==> src/rf_ctrl_map.svh <==
// Register indexes, bit positions, reset values and timing counts of the RF control bank.
// Assumes inclusion by bare name from any file that needs the bank layout.
`ifndef RF_CTRL_MAP_SVH
`define RF_CTRL_MAP_SVH

// Register indexes on the write port
`define RFC_IDX_RX      2'h0
`define RFC_IDX_FE      2'h1
`define RFC_IDX_PERIPH  2'h2
`define RFC_REG_COUNT   3

// Receiver register bit positions
`define RFC_BIT_BW_LO      0
`define RFC_BIT_BW_HI      1
`define RFC_BIT_RX_ANALOG  2
`define RFC_BIT_SW_FIRST   3
`define RFC_BIT_SW_SECOND  4
`define RFC_BIT_TIE_EN     5
`define RFC_BIT_PM_A       6
`define RFC_BIT_PM_B       7

// Front end and supply register bit positions
`define RFC_BIT_ATT1_N     0
`define RFC_BIT_ATT2_N     1
`define RFC_BIT_PWR_OFF    2
`define RFC_BIT_BKLT_OFF   3
`define RFC_BIT_PRN_EN     4
`define RFC_BIT_CFG_EE_EN  5
`define RFC_BIT_EE_CLK     6
`define RFC_BIT_EE_DATA    7

// Every control line comes out of reset low
`define RFC_REG_RESET   8'h00

// Interrupt synchroniser stages ahead of the output flop; source to output takes three enabled edges
`define RFC_IRQ_SYNC_STAGES 2

`endif

==> src/rf_ctrl_pkg.sv <==
// Types shared by the RF control bank and its register slices.
// Assumes rf_ctrl_map.svh supplies the numeric layout.
package rf_ctrl_pkg;

  // Decoded IF bandwidth, code is {sel_hi, sel_lo}
  typedef enum logic [1:0] {
    BW_10K  = 2'b00,
    BW_30K  = 2'b01,
    BW_200K = 2'b10,
    BW_300K = 2'b11
  } bw_mode_type;

  // Decoded front end switch mode, code is {first, second}
  typedef enum logic [1:0] {
    FE_NORMAL    = 2'b00,
    FE_SELFTEST  = 2'b01,
    FE_CABLE_MEAS = 2'b10,
    FE_CABLE_REF = 2'b11
  } fe_mode_type;

  // Decoded power meter range, code is {range_a, range_b}
  typedef enum logic [1:0] {
    PM_HIGH = 2'b00,
    PM_LOW  = 2'b01,
    PM_MED  = 2'b10,
    PM_OFF  = 2'b11
  } pm_range_type;

  // Receive attenuation that the insert lines request
  typedef enum logic [1:0] {
    ATT_60DB = 2'b00,
    ATT_30DB = 2'b01,
    ATT_0DB  = 2'b10
  } atten_level_type;

  typedef struct packed {
    logic [7:0] value;
  } slice_state_type;

  typedef struct packed {
    logic [2:0] irq_s1;
    logic [2:0] irq_s2;
    logic [2:0] irq_out;
    logic tie_en;
    bw_mode_type bw;
    fe_mode_type fe;
    pm_range_type pm;
    atten_level_type att;
  } bank_state_type;

endpackage
==> src/ctrl_wr_if.sv <==
// Write port bundle from the bank top to its register slices.
// Assumes one clock domain; the source drives, every slice listens.
`timescale 1ns/1ps
interface ctrl_wr_if;
  logic wr_en;
  logic [1:0] wr_sel;
  logic [7:0] wr_data;
  modport src (output wr_en, output wr_sel, output wr_data);
  modport dst (input wr_en, input wr_sel, input wr_data);
endinterface

==> src/ctrl_reg_slice.sv <==
// One 8-bit writable control register of the RF control bank.
// Assumes a synchronous active-low reset and a shared clock enable.
`timescale 1ns/1ps
`include "rf_ctrl_map.svh"
module ctrl_reg_slice #(
  parameter logic [1:0] INDEX = 2'h0
) (
  input wire logic core_clk,
  input wire logic reset_n,
  input wire logic clk_en,
  ctrl_wr_if.dst wr,
  output logic [7:0] q
);
  rf_ctrl_pkg::slice_state_type st_r;
  rf_ctrl_pkg::slice_state_type st_nxt;

  // Load only on a write that names this register; otherwise hold
  always_comb begin
    st_nxt = st_r;
    if (wr.wr_en && (wr.wr_sel == INDEX)) begin
      st_nxt.value = wr.wr_data;
    end
  end

  // Reset wins over the clock enable so a frozen bank still clears
  always_ff @(posedge core_clk) begin
    if (!reset_n) begin
      st_r.value <= `RFC_REG_RESET;
    end else if (clk_en) begin
      st_r <= st_nxt;
    end
  end

  assign q = st_r.value;
endmodule

==> src/rf_control_register_bank.sv <==
// RF control register bank: three 8-bit write-only control registers and irq routing.
// Assumes the write port comes from logic on core_clk; irq sources are asynchronous pins.
`timescale 1ns/1ps
`include "rf_ctrl_map.svh"
module rf_control_register_bank (
  input wire logic core_clk,
  input wire logic reset_n,
  input wire logic clk_en,
  input wire logic wr_en,
  input wire logic [1:0] wr_sel,
  input wire logic [7:0] wr_data,
  input wire logic serial_irq_src,
  input wire logic printer_irq_src,
  input wire logic keypad_irq_src,
  output logic if_bandwidth_sel_lo,
  output logic if_bandwidth_sel_hi,
  output logic rx_format_analog,
  output logic front_end_switch_first,
  output logic front_end_switch_second,
  output logic gen_rx_tie_en,
  output logic pm_range_a,
  output logic pm_range_b,
  output logic atten_first_insert_n,
  output logic atten_second_insert_n,
  output logic power_off,
  output logic backlight_off,
  output logic printer_port_en,
  output logic config_ee_out_en,
  output logic ee_clock,
  output logic ee_data,
  output logic [7:0] periph_ctrl,
  output logic irq4,
  output logic irq7,
  output logic irq10,
  output rf_ctrl_pkg::bw_mode_type rx_bw_mode,
  output rf_ctrl_pkg::fe_mode_type fe_mode,
  output rf_ctrl_pkg::pm_range_type pm_range,
  output rf_ctrl_pkg::atten_level_type atten_level
);
  ctrl_wr_if wr_bus ();
  logic [7:0] reg_q [`RFC_REG_COUNT];
  logic [7:0] reg_next [`RFC_REG_COUNT];
  logic [2:0] irq_src;
  rf_ctrl_pkg::bank_state_type st_r;
  rf_ctrl_pkg::bank_state_type st_nxt;

  // Host write port into the slice bundle
  assign wr_bus.wr_en = wr_en;
  assign wr_bus.wr_sel = wr_sel;
  assign wr_bus.wr_data = wr_data;
  assign irq_src = {keypad_irq_src, printer_irq_src, serial_irq_src};

  // One slice per control register; index 3 matches none and is ignored
  for (genvar gi = 0; gi < `RFC_REG_COUNT; gi++) begin : g_reg
    ctrl_reg_slice #(
      .INDEX(2'(gi))
    ) u_slice (
      .core_clk(core_clk),
      .reset_n(reset_n),
      .clk_en(clk_en),
      .wr(wr_bus),
      .q(reg_q[gi])
    );
    // Value the slice takes at the coming edge, so decodes line up with it
    assign reg_next[gi] = (wr_en && (wr_sel == 2'(gi))) ? wr_data : reg_q[gi];
  end

  // Decodes are computed from the next register values, so they change on the same edge
  always_comb begin
    st_nxt = st_r;
    st_nxt.irq_s1 = irq_src;
    st_nxt.irq_s2 = st_r.irq_s1;
    st_nxt.irq_out = st_r.irq_s2;
    st_nxt.bw = rf_ctrl_pkg::bw_mode_type'({reg_next[0][`RFC_BIT_BW_HI],
                                            reg_next[0][`RFC_BIT_BW_LO]});
    st_nxt.fe = rf_ctrl_pkg::fe_mode_type'({reg_next[0][`RFC_BIT_SW_FIRST],
                                            reg_next[0][`RFC_BIT_SW_SECOND]});
    st_nxt.pm = rf_ctrl_pkg::pm_range_type'({reg_next[0][`RFC_BIT_PM_A],
                                             reg_next[0][`RFC_BIT_PM_B]});
    // Gated by the switch mode: a stray host bit cannot tie the generator in normal mode
    st_nxt.tie_en = reg_next[0][`RFC_BIT_TIE_EN] &&
                    (st_nxt.fe != rf_ctrl_pkg::FE_NORMAL);
    // Second section low forces 60 dB whatever the first line says
    if (!reg_next[1][`RFC_BIT_ATT2_N]) begin
      st_nxt.att = rf_ctrl_pkg::ATT_60DB;
    end else if (!reg_next[1][`RFC_BIT_ATT1_N]) begin
      st_nxt.att = rf_ctrl_pkg::ATT_30DB;
    end else begin
      st_nxt.att = rf_ctrl_pkg::ATT_0DB;
    end
  end

  // All-zero reset also gives the all-low decode codes
  always_ff @(posedge core_clk) begin
    if (!reset_n) begin
      st_r <= '0;
    end else if (clk_en) begin
      st_r <= st_nxt;
    end
  end

  // Register bits drive the lines straight from the slice flops
  assign if_bandwidth_sel_lo = reg_q[0][`RFC_BIT_BW_LO];
  assign if_bandwidth_sel_hi = reg_q[0][`RFC_BIT_BW_HI];
  assign rx_format_analog = reg_q[0][`RFC_BIT_RX_ANALOG];
  assign front_end_switch_first = reg_q[0][`RFC_BIT_SW_FIRST];
  assign front_end_switch_second = reg_q[0][`RFC_BIT_SW_SECOND];
  assign pm_range_a = reg_q[0][`RFC_BIT_PM_A];
  assign pm_range_b = reg_q[0][`RFC_BIT_PM_B];
  assign atten_first_insert_n = reg_q[1][`RFC_BIT_ATT1_N];
  assign atten_second_insert_n = reg_q[1][`RFC_BIT_ATT2_N];
  assign power_off = reg_q[1][`RFC_BIT_PWR_OFF];
  assign backlight_off = reg_q[1][`RFC_BIT_BKLT_OFF];
  assign printer_port_en = reg_q[1][`RFC_BIT_PRN_EN];
  assign config_ee_out_en = reg_q[1][`RFC_BIT_CFG_EE_EN];
  assign ee_clock = reg_q[1][`RFC_BIT_EE_CLK];
  assign ee_data = reg_q[1][`RFC_BIT_EE_DATA];
  assign periph_ctrl = reg_q[2];

  // Decoded and synchronised outputs come from the bank state flops
  assign gen_rx_tie_en = st_r.tie_en;
  assign rx_bw_mode = st_r.bw;
  assign fe_mode = st_r.fe;
  assign pm_range = st_r.pm;
  assign atten_level = st_r.att;
  assign irq4 = st_r.irq_out[0];
  assign irq7 = st_r.irq_out[1];
  assign irq10 = st_r.irq_out[2];

  // Each source must reach its own output after three enabled edges
  for (genvar gj = 0; gj < 3; gj++) begin : g_irq_chk

  end
endmodule

==> config.mk <==
export PLATFORM = sky130hd
export DESIGN_NAME = rf_control_register_bank
export DESIGN_NICKNAME = d
export VERILOG_FILES = /design/src/rf_ctrl_pkg.sv /design/src/ctrl_wr_if.sv /design/src/ctrl_reg_slice.sv /design/src/rf_control_register_bank.sv
export VERILOG_INCLUDE_DIRS = /design/src
export SDC_FILE = /design/constraint.sdc
export NUM_CORES = 1
export LEC_CHECK = 0
export BUFFER_PORTS_ARGS = -buffer_cell sky130_fd_sc_hd__buf_2
export CAP_MARGIN = 20
export CORE_ASPECT_RATIO = 1.25
export CORE_MARGIN = 2
export CORE_UTILIZATION = 48
export DETAILED_ROUTE_END_ITERATION = 7
export MAX_ROUTING_LAYER = met4
export PLACE_DENSITY = 0.83
export SYNTH_ARGS = -nofsm -noshare
export SYNTH_HDL_FRONTEND = slang
export SYNTH_SLANG_ARGS = --single-unit
==> constraint.sdc <==
create_clock -name core_clk -period 0.9 [get_ports core_clk]
set_input_delay 0 -clock core_clk [delete_from_list [all_inputs] [get_ports core_clk]]
set_output_delay 0 -clock core_clk [all_outputs]
set_load 0.05 [all_outputs]
After elaboration in Yosys (flattened, before gate mapping)
Cells that the tools add are included.
- $mul: 0
- equal/unequal tests: 2
- reduce and logical (&&, ||, !) cells: 9
- add/sub/neg operators: 0
- divide/modulo/power cells: 0
- $lt $le $gt $ge: 0
- muxes and demuxes: 4
- bitwise gates (word level): 0
- shift-type cells: 0
- operator list (cell ; number):
    8-bit 2-to-1 mux ; 1
    2-bit 2-to-1 mux ; 3
    2-bit AND reduction ; 3
    1-bit logical AND ; 4
    2-bit by 1-bit equality test with 1-bit output, second input constant ; 1
    2-bit equality test, second input constant ; 1
    2-bit zero test ; 1
    2-bit nonzero test ; 1
- bits of input ports: 17
- memory bits (writable): 0
- logic and storage cells: 28
- memory bits (read-only): 0
- memories: 0
- latch bits: 0
- register bits: 42
- output and inout port bits: 35

Longest topological paths before layout
Gate-level depths: netlist (run 1).
- word-level depth: 5
- gate-level depth with buffers: 5
- mapped depth without buffers: 3

Cells and area by module
From an unflattened synthesis (run 1), not the netlist that was laid out.
- cells, all modules: 191
- area total of the unflattened synthesis: 1756.7 um^2
- modules (own cells, without submodules) (module ; area each (um^2) ; seq. area each (um^2) ; times used ; cells an instance):
    rf_control_register_bank ; 752.0 ; 360.3 ; 1 ; 83
    ctrl_reg_slice (g_reg[1].u_slice ...) ; 334.1 ; 160.2 ; 2 ; 36
    ctrl_reg_slice (g_reg[0].u_slice) ; 336.6 ; 160.2 ; 1 ; 36

Worst setup path after synthesis (run 1)
OpenSTA, ideal clock, no wires.
- path kind: flip-flop to flip-flop
- start: register fe_mode[0] (netlist name)
- end: register st_r (netlist bit gen_rx_tie_en)
- library setup time: 0.074 ns
- arrival: 0.994 ns
- path buffers: 0
- stages on the path, launching flop included: 3
- setup slack: -0.168 ns
- cell sequence: dfxtp_1 -> o221ai_1 -> a31oi_1
- RTL lines (item ; RTL line ; RTL):
    end signal, assigned ; rf_control_register_bank.sv:98 ; st_r <= st_nxt;
    end, declared ; rf_control_register_bank.sv:44 ; rf_ctrl_pkg::bank_state_type st_r;

Final worst setup path (run 1)
- start: register g_reg[0].u_slice.st_r (netlist bit g_reg[0].u_slice.q[3])
- end: register st_r (netlist bit gen_rx_tie_en)
- word-level cells in the longest chain between the ends: 3
- RTL lines (item ; RTL line ; RTL):
    start, declared ; ctrl_reg_slice.sv:14 ; rf_ctrl_pkg::slice_state_type st_r;
    start signal, assigned ; ctrl_reg_slice.sv:30 ; st_r <= st_nxt;
    8-bit 2-to-1 mux ; - ;
    2-bit nonzero test ; rf_control_register_bank.sv:82 ; (st_nxt.fe != rf_ctrl_pkg::FE_NORMAL);
    1-bit logical AND ; rf_control_register_bank.sv:81 ; st_nxt.tie_en = reg_next[0][`RFC_BIT_TIE_EN] &&
No other way between the ends.
A chain may end at the register's enable or synchronous reset.

==> impl_results.md, run 1 <==
- Clock power share: between 30% and 40%
- Post-route DRC: 0
- Vias in the first global route: around 1400
- CTS tree: done
- CTS Buf Count: 5
- Sw Ratio: a little over a quarter
- Routed via count: between 1000 and 1500
- Violation count after the first detailed-route iteration: 40
- End of the critical path: gen_rx_tie_en
- Routed wire length: around 4200 um
- Min-Delay Path Class: input port to flop
- P_leak: around 0.96 nW
- Skew final: ~0.008 ns
- Top-count cell post-synth: dfxtp_1
- Inst Count DP: about 240
- Worst r2r src: g_reg[0].u_slice.q[3]
- Fin. max-slew vios: 0
- Clock root buffer: clkbuf_4
- DRT antenna net count: 0
- Final setup TNS: -0.123 ns
- Layout area overhead: 60.2%
- Antenna cell count: 0
- Hold Fails Final Rpt: 4
- Buffers on Ports: between 50 and 60
- CTS Buffer Depth: 2
- Worst relative slew slack: approximately 73%
- Outcome: finished, violations left
- Total of max-cap violations: 0
- Post-Syn Area: 1470 um^2
- Unrepaired setup endpoints after global routing: yes
- Largest net degree at the start of global routing: 16
- Worst EP arrival: about 1.2 ns
- PD cells: around 1400 nW/um^2
- Layout cells sized above 1: roughly 47%
- Die ar.: ~3500 um^2
- Post-DP HPWL: between 2000 and 2500 um
- Starting density of the core: 50.0%
- Least-Margin Pin Slew: roughly 0.39 ns
- Worst skew pair latency: 0.36 ns
- CP Launch Point: g_reg[0].u_slice.q[3]
- Max VDD drop: approximately 1500 uV
- Die width: around 54 um
- Failing checks: hold timing, setup timing
- Worst Path Class, Setup: flop to flop
- First-pass GRT wire length: 6740 um
- Core Footprint: approximately 3000 um^2
- Routed WL per cell: roughly 16 um
- Fin crit period: approximately 0.95 ns
- Yosys warns: 0
- Final nets: 238
- Seq pwr share: about half
- Clock sinks: 36
- I/O pins: 52
- Critical path endpoint category: flop
- Worst hold margin: -0.0112 ns
- Vias/cell: ~5.2
- Seq/Total Area, Yosys: between 40 and 50%
- Reg2reg path depth: 3
- Power Total: about 0.0033 W
- Crit share post-route: 105%
- EDFF count, synth: 0
- Routability cong.: roughly 0.84
- Top post-synthesis cells by area: dfxtp_1, mux2i_1, nand2_1, a21boi_0, nor2b_1
- Synth async-reset ratio: 0%
- Die height: 65.9 um
- Startpoint Class: flop
- Commonest cells in the netlist: dfxtp_1, nand2_1, mux2i_1, nor2b_1, a21boi_0
- Worst EP required: roughly 1.1 ns
- Synth top area share: just under 50%
- Cell row count: 22
- Syn_nets: 170
- Clk slew on worst S/H paths: approximately 0.11 ns
- Initial antenna violation count: 0
- GRT Total Usage: about 28%
- Finished Layout Cells: ~260
- Dpl cell area: roughly 1800 um^2
- Syn Inst Count: ~150
- Final setup margin: -0.0469 ns
- Max Clk Rate: 1.06 GHz
- Syn avg cell area: about 9.6 um^2
- Seq cells post-synth: 36
- Final setup viols: 8
- Ys flop type: dfxtp_1
- Final std cell area, no fill: about 2400 um^2
- Post-synth cell types: 20
- Grt ovf: 0
- Internal power: 0.00245 W
- Worst-path fanout max: 3
- P_sw: 0.000888 W
- R2R Path End: gen_rx_tie_en
- Initial DRT Pass Iterations: 4
- H-tree depth: 2
- Dominant cell type by area after synthesis: dfxtp_1
- Internal reg-to-reg setup slack: -0.05 ns
- Comb pwr share: 16.0%
## how the worst min path moves through the flow
| stage | start | endpoint | slack [ns] | cells past startpoint |
|---|---|---|---|---|
| after floorplan | reset_n | atten_level[0] | 0.13 | 2 |
| after global placement | serial_irq_src | st_nxt[12] | 0.26 | 3 |
| after detailed placement | printer_irq_src | st_nxt[13] | 0.27 | 3 |
| after CTS | clk_en | gen_rx_tie_en | 0.002 | 3 |
| after global routing | reset_n | g_reg[0].u_slice.q[1] | 0.0007 | 2 |
| final | reset_n | g_reg[0].u_slice.q[1] | -0.01 | 2 |
## what timing repair did
item                       CTS  global route
setup buffers                2             0
hold buffers                12             0
setup endpoints to repair   35            32
pin swaps                    1             4
hold endpoints to repair    31             0
resized for setup           68            34
## logic make-up after synthesis
kind of cell | count (synthesis) | share of synthesized area (%)
AO/OA/AOI/OAI | 24 | 11.4
buffers and inverters | 14 | 5.86
flip-flops | 36 | 48.9
multiplexers | 17 | 11.6
AND/OR/NAND/NOR | 62 | 22.3
## final cells by class
| type | count | area (um^2) |
|---|---|---|
| flip-flops and latches | 36 | 776 |
| repair buffers | 75 | 757 |
| multi-input cells | 103 | 704 |
| fillers | 184 | 587 |
| well taps | 36 | 45.0 |
| clock buffers | 6 | 41.3 |
| clock inverters | 2 | 35.0 |
## layout by cell type (no fill, tap or decap), types with 9 or more instances in the layout
master         instances
nand2_1               33
a21boi_0              16
mux2i_1               16
buf_4                 15
buf_8                 15
buf_2                 14
dlygate4sd3_1          9
dfxtp_2               20
nor2b_1               16
buf_6                 19
## routing by layer
layer	up-vias	wire [um]	GRT usage [%]
met5	-	0	-
met4	0	115	15.7
met3	13	203	5.43
met2	49	2270	46.3
met1	639	1620	31.3
li1	653	-	-
## critical path: stages, from the launching register on
cell      delay (ns)
dfxtp_4         0.39
buf_6           0.13
o221ai_2        0.20
a31oi_1         0.11
## sequential cells by signal (all words and copies together), names as in the netlist
name / cells
fe_mode: 1
irq10: 1
st_nxt: 6
irq7: 1
atten_level: 2
rx_bw_mode: 1
g.u_slice.q: 21
pm_range: 1
gen_rx_tie_en: 1
irq4: 1
## metrics by stage
| step | setup slack [ns] | util, % |
|---|---|---|
| 3_5_place_dp | -0.0652 | 61.9 |
| 2_1_floorplan | -0.0343 | - |
| 3_3_place_gp | -0.0191 | 61.9 |
| 5_1_grt | -0.0814 | 80.1 |
| 4_1_cts | -0.0190 | 76.1 |
| 6_report | -0.0469 | 80.1 |
## power groups by stage
stage	Clock, W	Combinational, W	Sequential (W)
global route	0.00121	0.000567	0.00166
finish	0.00114	0.000534	0.00166
detailed placement	0	0.000410	0.00170
global placement	0	0.000400	0.00170
floorplan	0	0.000162	0.00181
CTS	0.00115	0.000498	0.00166
(Power assumes the default switching activity.)
==> inputs of run 2 (changes only) <==
--- a/config.mk
+++ b/config.mk
@@ -6,7 +6,8 @@
 export SDC_FILE = /design/constraint.sdc
 export NUM_CORES = 1
 export LEC_CHECK = 0
-export BUFFER_PORTS_ARGS = -buffer_cell sky130_fd_sc_hd__buf_2
+export ABC_CLOCK_PERIOD_IN_PS = 900
+export BUFFER_PORTS_ARGS = -buffer_cell sky130_fd_sc_hd__buf_4
 export CAP_MARGIN = 20
 export CORE_ASPECT_RATIO = 1.25
 export CORE_MARGIN = 2
==> run 2 against run 1 <==
Compared with the run above:
- the run ends with hold timing left
- sequential power about the same
- worst setup slack improved by 0.052 ns
- design area decreased by 3.6%
- cell count decreased by 2.3%
- largest power group unchanged
==> impl_results.md, run 2 (synthesis results as in run 1) <==
- Crit-path cells: dlygate4sd3_1, buf_6, or3b_1, a31oi_1 (was buf_6, o221ai_2, a31oi_1)
- Vias in the first global route: 1257 (was 1404)
- I/O pins: 52 (unchanged)
- Most frequent cells in the layout: nand2_1, buf_4, dfxtp_2, buf_6 (was nand2_1, dfxtp_2, buf_6)
- Worst EP arrival: 1.16 ns (was 1.19 ns)
- PD cells: 1380 nW/um^2 (was 1410 nW/um^2)
- H-tree depth: 2 (unchanged)
- Clk slew on worst S/H paths: 0.10 ns (was 0.11 ns)
- Clock sinks: 36 (unchanged)
- Crit share post-route: 99.5% (was 105%)
- Worst path top cell family by delay: buffers and inverters (was flip-flops)
- Die ar.: 3530 um^2 (unchanged)
- Routability cong.: 0.740 (was 0.838)
- Unrepaired setup endpoints after global routing: yes (unchanged)
- Worst EP required: 1.17 ns (was 1.14 ns)
- Violation count after the first detailed-route iteration: 28 (was 40)
- Max Clk Rate: 1.12 GHz (was 1.06 GHz)
- Max FFs per register: 21 (unchanged)
- Core Footprint: 2950 um^2 (unchanged)
- Worst hold margin: -0.0661 ns (was -0.0112 ns)
- Area of the multi-input gates: 666 um^2 (was 704 um^2)
- Worst relative slew slack: 74.4% (was 73.5%)
- Outcome: finished, violations left (unchanged)
- Initial antenna violation count: 0 (unchanged)
- CP Buf/Inv Count: 2 (was 1)
- Hold path depth: 3 (was 2)
- DRT antenna net count: 0 (unchanged)
- Finished Layout Cells: 252 (was 258)
- Layout cells sized above 1: 44.4% (was 47.3%)
- Clock root buffer: clkbuf_4 (unchanged)
- P_leak: 0.921 nW (was 0.957 nW)
- Hold_buf cts: 11 (was 12)
- Grt ovf: 0 (unchanged)
- Internal reg-to-reg setup slack: 0.10 ns (was -0.05 ns)
- Layout area overhead: 54.5% (was 60.2%)
- Initial DRT Pass Iterations: 4 (unchanged)
- WHS Endpoint: g_reg[1].u_slice.q[0] (was g_reg[0].u_slice.q[1])
- Worst r2r src: g_reg[1].u_slice.q[1] (was g_reg[0].u_slice.q[3])
- Least-Margin Pin Slew: 0.382 ns (was 0.394 ns)
- Largest net degree at the start of global routing: 37 (was 16)
- Worst Path Class, Setup: input port to flop (was flop to flop)
- Die height: 65.9 um (unchanged)
- Die width: 53.5 um (unchanged)
- Critical path endpoint category: flop (unchanged)
- Max VDD drop: 1110 uV (was 1530 uV)
- Min-Delay Path Class: input port to flop (unchanged)
- CP max-delay cell: dlygate4sd3_1 (was dfxtp_4)
- FILL cells: 195 (was 184)
- Reg2reg path depth: 3 (unchanged)
- Buffers on Ports: 51 (unchanged)
- Hold Fails Final Rpt: 4 (unchanged)
- Total of max-cap violations: 0 (unchanged)
- Skew final: 0.00187 ns (was 0.00825 ns)
- Routed via count: 1292 (was 1354)
- Cell row count: 22 (unchanged)
- Final nets: 233 (was 238)
- Power Total: 0.00314 W (was 0.00334 W)
- CTS Buffer Depth: 2 (unchanged)
- R2R Path End: atten_level[0] (was gen_rx_tie_en)
- Antenna cell count: 0 (unchanged)
- Fin. max-slew vios: 0 (unchanged)
- Leading cell type in the layout, fill and taps excluded: nand2_1 (unchanged)
- Worst-path fanout max: 5 (was 3)
- Inst Count DP: 233 (was 238)
- Worst skew pair latency: 0.34 ns (was 0.36 ns)
- Fin crit period: 0.895 ns (was 0.947 ns)
- Final std cell area, no fill: 2270 um^2 (was 2360 um^2)
- Startpoint Class: input port (was flop)
- HP Start: wr_data[0] (was reset_n)
- CP Launch Point: wr_data[1] (was g_reg[0].u_slice.q[3])
- First-pass GRT wire length: 5750 um (was 6740 um)
- Post-DP HPWL: 2430 um (was 2490 um)
- Post-route DRC: 0 (unchanged)
- CP peak stage delay: 0.55 ns (was 0.39 ns)
- Dpl cell area: 1910 um^2 (was 1820 um^2)
- Starting density of the core: 50.0% (unchanged)
- GRT Total Usage: 23.2% (was 28.2%)
- Vias/cell: 5.13 (was 5.25)
- Final setup viols: 0 (was 8)
- Routed WL per cell: 14.9 um (was 16.3 um)
- Sequential Area: 769 um^2 (was 776 um^2)
- Failing checks: hold timing (was hold timing, setup timing)
- CTS Buf Count: 5 (unchanged)
- CTS tree: done (unchanged)
- Routed wire length: 3750 um (was 4210 um)
run 2: changes by cell type in the layout (fill, tap and decap cells not counted), sizes merged:
cell	previous run	this run
buf	64	59
bufinv	1	0
clkbuf	6	7
clkinv	1	0
dlygate4sd3	9	10
dlymetal6s4s	2	1
run 2: cell type report:
cell class / count / area share [%]
multi-input combinational: 103 / 29.3
clock buffer: 7 / 2.86
sequential: 36 / 33.8
tap: 36 / 1.98
timing repair buffer: 70 / 32.1
run 2: stage by stage:
step	utilization, %	setup TNS [ns]	setup slack (ns)
after floorplan	-	-0.0343	-0.0343
after global placement	65.0	-0.806	-0.0646
after detailed placement	65.0	-1.63	-0.171
after CTS	71.9	-0.116	-0.0273
after global routing	77.2	-0.299	-0.0379
final	77.2	0	0.00461
run 2: where the power goes:
part	internal, W	switching (W)	leakage (nW)
Clock	0.000443	0.000518	0.0374
Sequential	0.00163	0.0000343	0.308
Combinational	0.000242	0.000272	0.576
run 2: worst max-delay path by stage:
stage | slack [ns] | end | cells after the start
floorplan | -0.03 | gen_rx_tie_en | 2
global placement | -0.06 | g_reg[2].u_slice.q[5] | 5
detailed placement | -0.17 | g_reg[2].u_slice.q[4] | 5
CTS | -0.03 | front_end_switch_first | 1
global route | -0.04 | front_end_switch_second | 1
finish | 0.005 | atten_level[0] | 4
run 2: repair_timing:
action	in CTS	in global routing
cloned	0	0
setup endpoints to repair	10	37
pin swaps	0	3
gates resized for setup	8	42
setup buffers	0	1
hold endpoints to repair	29	4
run 2: metal layers:
layer | wire (um) | share of wire (%) | vias to the layer above | track usage, %
met1 | 1510 | 40 | 605 | 27.0
met2 | 1980 | 53 | 42 | 36.4
li1 | - | - | 636 | -
met5 | 0 | 0 | - | -
met4 | 97 | 2.6 | 0 | 12.5
met3 | 163 | 4.3 | 9 | 5.43
run 2: worst register-to-register path, delay by kind of cell (launching register included):
kind	cells	cell delay (ns)
AOI/OAI and AO/OA	1	0.17
buffers and inverters	1	0.11
DFF	1	0.37
and+or+nand+nor	1	0.08
